## config.mk

```make
export PLATFORM = sky130hd
export DESIGN_NAME = tvs_sequencer
export DESIGN_NICKNAME = d
export VERILOG_FILES = /design/src/verilog/tvs_pkg.sv /design/src/verilog/tvs_sync3.sv /design/src/verilog/tvs_sequencer.sv
export SDC_FILE = /design/constraint.sdc
export NUM_CORES = 1
export LEC_CHECK = 0
export BUFFER_PORTS_ARGS = -buffer_cell sky130_fd_sc_hd__buf_2
export CORE_UTILIZATION = 55
export CTS_CLUSTER_SIZE = 10
export DETAILED_ROUTE_END_ITERATION = 10
export PLACE_DENSITY_LB_ADDON = 0.25
export SYNTH_ARGS = -nofsm -noshare
export SYNTH_HDL_FRONTEND = slang
export SYNTH_SLANG_ARGS = --single-unit
```

## constraint.sdc

```tcl
create_clock -name hclk -period 3.6 [get_ports hclk]
set_input_delay 0.36 -clock hclk [delete_from_list [all_inputs] [get_ports hclk]]
set_output_delay 0.36 -clock hclk [all_outputs]
set_load 0.02 [all_outputs]
```

## src/verilog/tvs_pkg.sv

```systemverilog
// tvs_pkg: constants and types of the test vector sequencer
// assumes a single 200 MHz clock domain; tester pins are synchronised inside the block
package tvs_pkg;

    // request line codes {line_a, line_b}, each announcing the next vector
    localparam logic [1:0] REQ_ADDR  = 2'b11;
    localparam logic [1:0] REQ_WRITE = 2'b10;
    localparam logic [1:0] REQ_READ  = 2'b01;
    localparam logic [1:0] REQ_EXIT  = 2'b00;

    // control vector field positions
    localparam int CV_VALID   = 0;
    localparam int CV_SIZE_LO = 2;
    localparam int CV_LOCK    = 4;
    localparam int CV_PROT_LO = 5;
    localparam int CV_INCR    = 7;

    // width of the address incrementer in transfer units
    localparam int INC_BITS = 8;

    // transfer attributes after reset
    localparam logic [1:0] SIZE_RST = 2'b10;
    localparam logic [1:0] PROT_RST = 2'b11;
    localparam logic       LOCK_RST = 1'b0;
    localparam logic       INCR_RST = 1'b0;

    // internal bus transfer types
    localparam logic [1:0] TR_IDLE   = 2'b00;
    localparam logic [1:0] TR_NONSEQ = 2'b10;
    localparam logic [1:0] TR_SEQ    = 2'b11;

    // register byte offsets on the software bus
    localparam logic [7:0] REG_CTRL   = 8'h00;
    localparam logic [7:0] REG_STATUS = 8'h04;
    localparam logic [7:0] REG_ADDR   = 8'h08;
    localparam logic [7:0] REG_BEATS  = 8'h0C;

    // control register reset value and field
    localparam logic [31:0] CTRL_RST   = 32'h0000_0000;
    localparam int          CTRL_EN    = 0;

    // synchroniser reset level
    localparam logic SYNC_RST = 1'b0;

    // internal bus sequencer states
    typedef enum logic [1:0] {
        BS_IDLE = 2'b00,
        BS_ADDR = 2'b01,
        BS_DATA = 2'b10
    } tvs_bus_t;

endpackage : tvs_pkg

```

## src/verilog/tvs_sync3.sv

```systemverilog
// tvs_sync3: three flip-flop synchroniser for inputs from outside the clock domain
// assumes the caller reads only the second and third stages
`timescale 1ns/1ps
module tvs_sync3 #(
    parameter int W = 1
) (
    input  wire logic         hclk,
    input  wire logic         hresetn,
    input  wire logic [W-1:0] d,
    output logic      [W-1:0] q_mid,
    output logic      [W-1:0] q_out
);

    logic [W-1:0] s1_reg;

    // three stages in a row; the first feeds only the second
    always_ff @(posedge hclk or negedge hresetn) begin
        if (!hresetn) begin
            s1_reg <= {W{tvs_pkg::SYNC_RST}};
            q_mid  <= {W{tvs_pkg::SYNC_RST}};
            q_out  <= {W{tvs_pkg::SYNC_RST}};
        end else begin
            s1_reg <= d;
            q_mid  <= s1_reg;
            q_out  <= q_mid;
        end
    end

endmodule : tvs_sync3

```

## src/verilog/tvs_sequencer.sv

```systemverilog
// tvs_sequencer: tester vector decode, internal bus transfers and ahb-lite registers
// assumes one 200 MHz clock; tester clock and pins are asynchronous and
// sampled here; the internal bus slave answers with sys_hready
`timescale 1ns/1ps
module tvs_sequencer (
    input  wire logic        hclk,
    input  wire logic        hresetn,
    // software register bus
    input  wire logic        hsel,
    input  wire logic [31:0] haddr,
    input  wire logic [1:0]  htrans,
    input  wire logic        hwrite,
    input  wire logic [2:0]  hsize,
    input  wire logic [31:0] hwdata,
    input  wire logic        hready,
    output logic             hreadyout,
    output logic             hresp,
    output logic      [31:0] hrdata,
    // tester pins
    input  wire logic        tester_clock,
    input  wire logic        test_request_line_a,
    input  wire logic        test_request_line_b,
    input  wire logic [31:0] test_data_bus_in,
    output logic      [31:0] test_data_bus_out,
    output logic             test_data_bus_oe,
    output logic             test_acknowledge_out,
    // internal system bus master
    output logic      [31:0] sys_haddr,
    output logic      [1:0]  sys_htrans,
    output logic             sys_hwrite,
    output logic      [2:0]  sys_hsize,
    output logic      [1:0]  sys_hprot,
    output logic             sys_hlock,
    output logic      [31:0] sys_hwdata,
    input  wire logic [31:0] sys_hrdata,
    input  wire logic        sys_hready,
    output logic             sys_test_mode
);

    logic [34:0]        pin_mid;
    logic [34:0]        pin_out;
    logic               tck_lvl_reg;
    logic               tck_edge;
    logic               edge_ok;
    logic [1:0]         req;
    logic [31:0]        din;
    logic               test_mode_reg;
    logic [1:0]         prev_req_reg;
    logic               addr_valid_reg;
    logic               last_addr_reg;
    logic               in_read_reg;
    logic               turn_reg;
    logic               seq_ok_reg;
    logic [31:0]        addr_reg;
    logic [1:0]         size_reg;
    logic [1:0]         prot_reg;
    logic               lock_reg;
    logic               incr_reg;
    logic               launch;
    logic               bus_done;
    logic               busy;
    tvs_pkg::tvs_bus_t  bus_state;
    logic [1:0]         htrans_reg;
    logic               hwrite_reg;
    logic [31:0]        wdata_reg;
    logic [31:0]        dout_reg;
    logic               oe_reg;
    logic [31:0]        beats_reg;
    logic [31:0]        ctrl_reg;
    logic               rd_pend_wr;
    logic [7:0]         wr_off_reg;
    logic [31:0]        next_addr;
    logic               next_wrap;

    // tester clock, request lines and data bus through three flip-flops
    tvs_sync3 #(.W(35)) u_pin_sync (
        .hclk    (hclk),
        .hresetn (hresetn),
        .d       ({tester_clock, test_request_line_a, test_request_line_b,
                   test_data_bus_in}),
        .q_mid   (pin_mid),
        .q_out   (pin_out)
    );

    assign req = pin_out[33:32];
    assign din = pin_out[31:0];

    // tester clock level follows once stages two and three agree
    always_ff @(posedge hclk or negedge hresetn) begin
        if (!hresetn) begin
            tck_lvl_reg <= 1'b0;
        end else if (pin_mid[34] == pin_out[34]) begin
            tck_lvl_reg <= pin_out[34];
        end
    end

    // rising tester edge; ignored while a transfer holds acknowledge low
    assign tck_edge = (pin_mid[34] == pin_out[34]) && pin_out[34] && !tck_lvl_reg;
    assign busy     = (bus_state != tvs_pkg::BS_IDLE);
    assign edge_ok  = tck_edge && test_mode_reg && !busy;

    // a data vector starts an internal transfer only once an address is held
    assign launch = edge_ok && addr_valid_reg &&
                    ((prev_req_reg == tvs_pkg::REQ_WRITE) ||
                     (prev_req_reg == tvs_pkg::REQ_READ));

    // next address from the 8-bit incrementer, scaled by transfer size for sizes 0 to 2 and by 4 bytes for size 3
    always_comb begin
        next_addr = addr_reg;
        next_wrap = 1'b0;
        case (size_reg)
            2'b00: begin
                next_addr[7:0] = addr_reg[7:0] + 8'h01;
                next_wrap      = (addr_reg[7:0] == 8'hFF);
            end
            2'b01: begin
                next_addr[8:1] = addr_reg[8:1] + 8'h01;
                next_wrap      = (addr_reg[8:1] == 8'hFF);
            end
            default: begin
                next_addr[9:2] = addr_reg[9:2] + 8'h01;
                next_wrap      = (addr_reg[9:2] == 8'hFF);
            end
        endcase
    end

    // test mode entry and exit
    always_ff @(posedge hclk or negedge hresetn) begin
        if (!hresetn) begin
            test_mode_reg <= 1'b0;
        end else if (!test_mode_reg) begin
            if (ctrl_reg[tvs_pkg::CTRL_EN] && pin_mid[33] && pin_out[33]) begin
                test_mode_reg <= 1'b1;
            end
        end else if (edge_ok && req == tvs_pkg::REQ_EXIT) begin
            test_mode_reg <= 1'b0;
        end
    end

    // vector classification, address and transfer attributes
    always_ff @(posedge hclk or negedge hresetn) begin
        if (!hresetn) begin
            prev_req_reg   <= tvs_pkg::REQ_EXIT;
            addr_valid_reg <= 1'b0;
            last_addr_reg  <= 1'b0;
            in_read_reg    <= 1'b0;
            turn_reg       <= 1'b0;
            seq_ok_reg     <= 1'b0;
            addr_reg       <= 32'h0000_0000;
            size_reg       <= tvs_pkg::SIZE_RST;
            prot_reg       <= tvs_pkg::PROT_RST;
            lock_reg       <= tvs_pkg::LOCK_RST;
            incr_reg       <= tvs_pkg::INCR_RST;
        end else if (!test_mode_reg) begin
            prev_req_reg   <= tvs_pkg::REQ_EXIT;
            addr_valid_reg <= 1'b0;
            last_addr_reg  <= 1'b0;
            in_read_reg    <= 1'b0;
            turn_reg       <= 1'b0;
        end else if (bus_done) begin
            // advance after each beat while incr_reg is set; a wrap forces the next beat nonsequential
            if (incr_reg) begin
                addr_reg   <= next_addr;
                seq_ok_reg <= !next_wrap;
            end else begin
                seq_ok_reg <= 1'b1;
            end
        end else if (edge_ok) begin
            prev_req_reg <= req;
            case (prev_req_reg)
                tvs_pkg::REQ_ADDR: begin
                    if (in_read_reg) begin
                        // first turnaround after reads
                        in_read_reg   <= 1'b0;
                        turn_reg      <= 1'b1;
                        last_addr_reg <= 1'b0;
                    end else if (turn_reg) begin
                        // second turnaround; address is kept
                        turn_reg      <= 1'b0;
                    end else if (last_addr_reg && req != tvs_pkg::REQ_ADDR) begin
                        // control vector directly after an address
                        last_addr_reg <= 1'b0;
                        if (din[tvs_pkg::CV_VALID]) begin
                            size_reg   <= din[tvs_pkg::CV_SIZE_LO +: 2];
                            lock_reg   <= din[tvs_pkg::CV_LOCK];
                            prot_reg   <= din[tvs_pkg::CV_PROT_LO +: 2];
                            incr_reg   <= din[tvs_pkg::CV_INCR];
                            seq_ok_reg <= 1'b0;
                        end else begin
                            // attributes unchanged, so the next beat continues the burst
                            seq_ok_reg <= 1'b1;
                        end
                    end else begin
                        // address vector, shown on the internal bus at once
                        addr_reg       <= din;
                        addr_valid_reg <= 1'b1;
                        last_addr_reg  <= 1'b1;
                        seq_ok_reg     <= 1'b0;
                    end
                end
                tvs_pkg::REQ_READ: begin
                    last_addr_reg <= 1'b0;
                    turn_reg      <= 1'b0;
                    in_read_reg   <= addr_valid_reg;
                end
                tvs_pkg::REQ_WRITE: begin
                    last_addr_reg <= 1'b0;
                    turn_reg      <= 1'b0;
                end
                default: begin
                    last_addr_reg <= 1'b0;
                end
            endcase
        end
    end

    // internal bus sequencer: address phase, then data phase
    always_ff @(posedge hclk or negedge hresetn) begin
        if (!hresetn) begin
            bus_state  <= tvs_pkg::BS_IDLE;
            htrans_reg <= tvs_pkg::TR_IDLE;
            hwrite_reg <= 1'b0;
            wdata_reg  <= 32'h0000_0000;
        end else begin
            case (bus_state)
                tvs_pkg::BS_IDLE: begin
                    if (launch) begin
                        bus_state  <= tvs_pkg::BS_ADDR;
                        htrans_reg <= seq_ok_reg ? tvs_pkg::TR_SEQ
                                                 : tvs_pkg::TR_NONSEQ;
                        hwrite_reg <= (prev_req_reg == tvs_pkg::REQ_WRITE);
                        wdata_reg  <= din;
                    end
                end
                tvs_pkg::BS_ADDR: begin
                    if (sys_hready) begin
                        bus_state  <= tvs_pkg::BS_DATA;
                        htrans_reg <= tvs_pkg::TR_IDLE;
                    end
                end
                tvs_pkg::BS_DATA: begin
                    if (sys_hready) begin
                        bus_state <= tvs_pkg::BS_IDLE;
                    end
                end
                default: begin
                    bus_state <= tvs_pkg::BS_IDLE;
                end
            endcase
        end
    end

    assign bus_done = (bus_state == tvs_pkg::BS_DATA) && sys_hready;

    // read data return and tester bus drivers
    always_ff @(posedge hclk or negedge hresetn) begin
        if (!hresetn) begin
            dout_reg <= 32'h0000_0000;
            oe_reg   <= 1'b0;
        end else if (!test_mode_reg) begin
            oe_reg <= 1'b0;
        end else if (edge_ok && req != tvs_pkg::REQ_READ) begin
            oe_reg <= 1'b0;
        end else if (bus_done && !hwrite_reg) begin
            dout_reg <= sys_hrdata;
            oe_reg   <= (prev_req_reg == tvs_pkg::REQ_READ);
        end
    end

    // count of completed internal beats
    always_ff @(posedge hclk or negedge hresetn) begin
        if (!hresetn) begin
            beats_reg <= 32'h0000_0000;
        end else if (bus_done) begin
            beats_reg <= beats_reg + 32'h0000_0001;
        end
    end

    // tester and internal bus outputs
    assign test_data_bus_out    = dout_reg;
    assign test_data_bus_oe     = oe_reg;
    assign test_acknowledge_out = test_mode_reg && !busy;
    assign sys_haddr            = addr_reg;
    assign sys_htrans           = htrans_reg;
    assign sys_hwrite           = hwrite_reg;
    assign sys_hsize            = {1'b0, size_reg};
    assign sys_hprot            = prot_reg;
    assign sys_hlock            = lock_reg;
    assign sys_hwdata           = wdata_reg;
    assign sys_test_mode        = test_mode_reg;

    // ahb-lite slave: zero wait states, always okay
    assign hreadyout = 1'b1;
    assign hresp     = 1'b0;

    // address phase: capture writes, prepare read data
    always_ff @(posedge hclk or negedge hresetn) begin
        if (!hresetn) begin
            rd_pend_wr <= 1'b0;
            wr_off_reg <= 8'h00;
            hrdata     <= 32'h0000_0000;
        end else if (hready) begin
            rd_pend_wr <= hsel && htrans[1] && hwrite;
            wr_off_reg <= haddr[7:0];
            if (hsel && htrans[1] && !hwrite) begin
                if (haddr[7:0] == tvs_pkg::REG_CTRL) begin
                    hrdata <= ctrl_reg;
                end else if (haddr[7:0] == tvs_pkg::REG_STATUS) begin
                    hrdata <= {22'h00_0000, incr_reg, prot_reg, lock_reg, size_reg,
                               oe_reg, addr_valid_reg, busy, test_mode_reg};
                end else if (haddr[7:0] == tvs_pkg::REG_ADDR) begin
                    hrdata <= addr_reg;
                end else if (haddr[7:0] == tvs_pkg::REG_BEATS) begin
                    hrdata <= beats_reg;
                end else begin
                    hrdata <= 32'h0000_0000;
                end
            end
        end
    end

    // data phase: control register write, only the enable bit is kept
    always_ff @(posedge hclk or negedge hresetn) begin
        if (!hresetn) begin
            ctrl_reg <= tvs_pkg::CTRL_RST;
        end else if (rd_pend_wr && wr_off_reg == tvs_pkg::REG_CTRL) begin
            ctrl_reg <= {31'h0000_0000, hwdata[tvs_pkg::CTRL_EN]};
        end
    end

endmodule : tvs_sequencer

```

==> flow_summary_export.csv <==
group,metric,value,unit
synthesis,synth_flop_cell,"sky130_fd_sc_hd__dfrtp_1",
detailed_routing,detail_route.wirelength,24.0,mm
synthesis,netlist.top_cell.by_area,"sky130_fd_sc_hd__dfrtp_1",
sta,hold_viol_final,0,
min_path,worstHoldPathType,"in2reg",
die,die_h,145,µm
worst_setup_path,startpoint_of_the_lowest_slack_register_to_register_path,"sys_test_mode",
die,design.die.area,21000,µm²
sta,timing.final.crit_period,2.66,ns
power,worst_ir_drop_vdd,0.349,mV
synthesis,gate_count_post_synth,811,
global_routing,grt_antenna_before_repair,0,
synthesis,synth_compound_gate_area_share,0.0636,
worst_setup_path,critical_path_peak_fanout,26,
synthesis,synth-async-reset-ratio,1.00,
placement,buffer_ports.inserted,221,
synthesis,yosys.area_share.xor_xnor,0.0258,
worst_setup_path,worst_setup_path_end_kind,"flip-flop",
sta,final_max_slew_viol_count,0,
clock_tree,worst_skew_pair.late_latency,0.50,ns
detailed_routing,drtPass1Iterations,5,
clock_tree,clock-sinks,296,
detailed_routing,route.met3.wl,1.45,mm
worst_setup_path,timing.critical_path.from_type,"flip-flop",
die,number_of_cell_rows,51,
clock_tree,cts_max_path_buffers,3,
sta,unrepaired_setup_endpoints_after_global_routing,"false",
synthesis,synth_top_family_by_area,"multiplexers",
clock_tree,cts_tree,"yes",
synthesis,postSynthAreaPerCell,13.8,µm²
global_routing,wire_length_of_the_first_global_routing_pass,37.9,mm
detailed_routing,ant_nets,0,
die,floorplan.initialDensity,0.568,
layout,final_layout_size_suffix_gt1_frac,0.355,
detailed_routing,highest-signal-layer,"met4",
layout,synthToLayoutAreaGrowth,23.6,%
synthesis,yosys-mux-area-fraction,0.135,
sta,setup_violations,0,
synthesis,post_synth_num_cell_types,60,
global_routing,via_count_of_the_first_global_routing_pass,7214,
synthesis,post-synth-top-count-cell,"sky130_fd_sc_hd__dfrtp_1",
worst_setup_path,timing.critical_path.from,"sys_test_mode",
detailed_routing,drt_iter0_markers,385,
sta,fmax,376,MHz
sta,worst_clock_skew,0.0184,ns
layout,layout.nets,1226,
clock_tree,clockRootBuffer,"sky130_fd_sc_hd__clkbuf_16",
synthesis,arithmetic_cell_share_of_the_synthesized_area_counting_full_adders_half_adders_and_majority_gates,0.00893,
synthesis,synth_edf_count,0,
synthesis,synth.area.top_cells,"sky130_fd_sc_hd__dfrtp_1 (65%), sky130_fd_sc_hd__mux2_2 (7.8%), sky130_fd_sc_hd__mux2_4 (3.5%)",
power,p_leak,7.14,nW
layout,insertedDiodeCount,0,
global_routing,global_route.overflow_total,0,
sta,timing.max_slew.rel_slack,0.489,
synthesis,synthesis.yosys.warnings,0,
global_routing,global_route.usage.total,0.235,
sta,worst-slew-pin-transition,0.764,ns
min_path,hold_path.startpoint,"sys_hrdata[6]",
detailed_routing,met1Wirelength,10.6,mm
power,power_per_cell_area,507,nW/µm²
synthesis,post-synth-top-area-fraction,0.654,
clock_tree,clk_transition_reported_paths,0.06,ns
sta,hold_ws,0.0947,ns
worst_setup_path,crit_arrival,3.03,ns
clock_tree,total_number_of_h_tree_levels,2,
clock_tree,cts_buffers,35,
clock_tree,cts.repair_timing.setup_buffer_count,0,
synthesis,synth.yosys.seq_area_share,0.661,
detailed_routing,via_per_instance_ratio,5.39,
sta,fin_setup_tns,0,ns
layout,sequential_cell_area,7410,µm²
worst_setup_path,cp_data_required_time,3.97,ns
placement,gp_routability_congestion,0.801,
worst_setup_path,critical_setup_path_kind,"reg2reg",
synthesis,ys_top_cells_by_count,"sky130_fd_sc_hd__dfrtp_1 (293), sky130_fd_sc_hd__mux2_2 (78), sky130_fd_sc_hd__nand2_1 (68), sky130_fd_sc_hd__o21ai_0 (57), sky130_fd_sc_hd__mux2_4 (26)",
detailed_routing,drc_errors,0,
run_status,status,"complete, no violations",
detailed_routing,routed_wire_length_per_instance,17.8,µm
synthesis,synth_simple_gate_area_share,0.0824,
synthesis,yosys_register_bits,296,
detailed_routing,met2RoutedLength,11.5,mm
die,top_level_ports,284,
detailed_routing,vias,7283,
sta,final_worst_path_cycle_share,0.738,
die,core,19700,µm²
layout,fillers,1430,
global_routing,pin_count_of_the_biggest_net_entering_global_routing,101,
job,maxCapViolations,0,
placement,detailedPlacementHpwl,15.5,mm
die,chipWidth,145,µm
synthesis,summed_instance_area_of_the_synthesized_netlist,11200,µm²
layout,multi_input_gate_area,3550,µm²
-- where the power goes --
group	switching, W	internal, W	leakage (nW)
sequential	0.000112	0.00346	3.81
clock	0.00122	0.00178	0.455
combinational	0.000253	0.000197	2.87
-- final timing paths --
| kind | endpoint | slack (ns) | depth (start not counted) |
|---|---|---|---|
| max in group asynchronous | sys_hwdata[22] | 2.12 | 3 |
| setup reg to reg | sys_hwdata[24] | 0.94 | 5 |
| hold reg to reg | u_pin_sync.q_mid[17] | 0.34 | 0 |
| setup / recovery | sys_hwdata[24] | 0.94 | 5 |
| hold / removal | test_data_bus_out[6] | 0.09 | 2 |
| min in group asynchronous | u_pin_sync.q_out[5] | 0.49 | 2 |
-- layout make-up --
class                           count  share of cell area
Timing Repair Buffer              267               0.114
Clock buffer                       46              0.0669
Sequential cell                   296               0.535
Inverter                           13             0.00352
Tap cell                          265              0.0239
Multi-Input combinational cell    463               0.256
Clock inverter                      1            0.000632
-- through the flow --
| stage | setup WS (ns) | instances | utilization | power (W) | instance area, µm² |
|---|---|---|---|---|---|
| floorplan | 1.52 | 812 | - | 0.00382 | 11200 |
| global placement | 1.03 | 1268 | 0.637 | 0.00404 | 12600 |
| detailed placement | 1.02 | 1268 | 0.637 | 0.00406 | 12600 |
| CTS | 0.980 | 1351 | 0.703 | 0.00710 | 13900 |
| global route | 0.787 | 1351 | 0.703 | 0.00729 | 13900 |
| finish | 0.942 | 1351 | 0.703 | 0.00702 | 13900 |
-- cell families (layout without fill, tap and decap cells) --
group	Yosys count	count (layout)
DFF	296	296
and+or+nand+nor	177	177
muxes	127	127
AOI/OAI and AO/OA	115	115
buffers and inverters	53	327
xor gates and xnor gates	33	33
adders and majority gates	8	8
other	2	3
-- what timing repair did --
action / 4_1_cts / 5_1_grt
endpoints found under the hold margin: 130 / 0
resized for setup: 0 / 0
hold buffers: 36 / 0
-- critical path, stage by stage, from the launching register on --
cell                      delay (ns)
sky130_fd_sc_hd__dfrtp_1        0.61
sky130_fd_sc_hd__nor3b_4        0.35
sky130_fd_sc_hd__nand2_2        0.17
sky130_fd_sc_hd__or3_2          0.63
sky130_fd_sc_hd__buf_4          0.37
sky130_fd_sc_hd__mux2_4         0.36
-- per-layer routing --
metal / GRT usage / vias to the layer above
met4: 0.0687 / 0
li1: - / 3345
met1: 0.324 / 3634
met3: 0.0526 / 46
met5: 0 / -
met2: 0.374 / 258
-- placed cells by master, fill, tap and decap left out, types with 3 or more instances in the layout --
| cell | count |
|---|---|
| sky130_fd_sc_hd__dfrtp_1 | 293 |
| sky130_fd_sc_hd__and3_1 | 6 |
| sky130_fd_sc_hd__nor3_1 | 10 |
| sky130_fd_sc_hd__ha_1 | 8 |
| sky130_fd_sc_hd__conb_1 | 3 |
| sky130_fd_sc_hd__nand2_1 | 68 |
| sky130_fd_sc_hd__nor2b_1 | 5 |
| sky130_fd_sc_hd__buf_4 | 8 |
| sky130_fd_sc_hd__o21a_1 | 3 |
| sky130_fd_sc_hd__mux2i_1 | 22 |
| sky130_fd_sc_hd__xnor2_1 | 19 |
| sky130_fd_sc_hd__nor2_1 | 24 |
| sky130_fd_sc_hd__o311a_1 | 7 |
| sky130_fd_sc_hd__nand3b_1 | 3 |
| sky130_fd_sc_hd__nand4b_1 | 3 |
| sky130_fd_sc_hd__a21oi_1 | 15 |
| sky130_fd_sc_hd__nand3_1 | 12 |
| sky130_fd_sc_hd__a22o_1 | 4 |
| sky130_fd_sc_hd__mux2_2 | 78 |
| sky130_fd_sc_hd__a31oi_1 | 4 |
| sky130_fd_sc_hd__nor4_1 | 3 |
| sky130_fd_sc_hd__o21ai_0 | 57 |
| sky130_fd_sc_hd__buf_2 | 220 |
| sky130_fd_sc_hd__nand2b_1 | 10 |
| sky130_fd_sc_hd__xor2_1 | 14 |
| sky130_fd_sc_hd__a21boi_0 | 7 |
| sky130_fd_sc_hd__nand4_1 | 8 |
| sky130_fd_sc_hd__dlygate4sd3_1 | 36 |
| sky130_fd_sc_hd__and4_1 | 9 |
| sky130_fd_sc_hd__and2_1 | 3 |
| sky130_fd_sc_hd__inv_1 | 13 |
| sky130_fd_sc_hd__clkbuf_16 | 35 |
| sky130_fd_sc_hd__dfstp_2 | 3 |
| sky130_fd_sc_hd__clkbuf_1 | 10 |
| sky130_fd_sc_hd__mux2_4 | 26 |
Power figures use the tool's default switching activity.
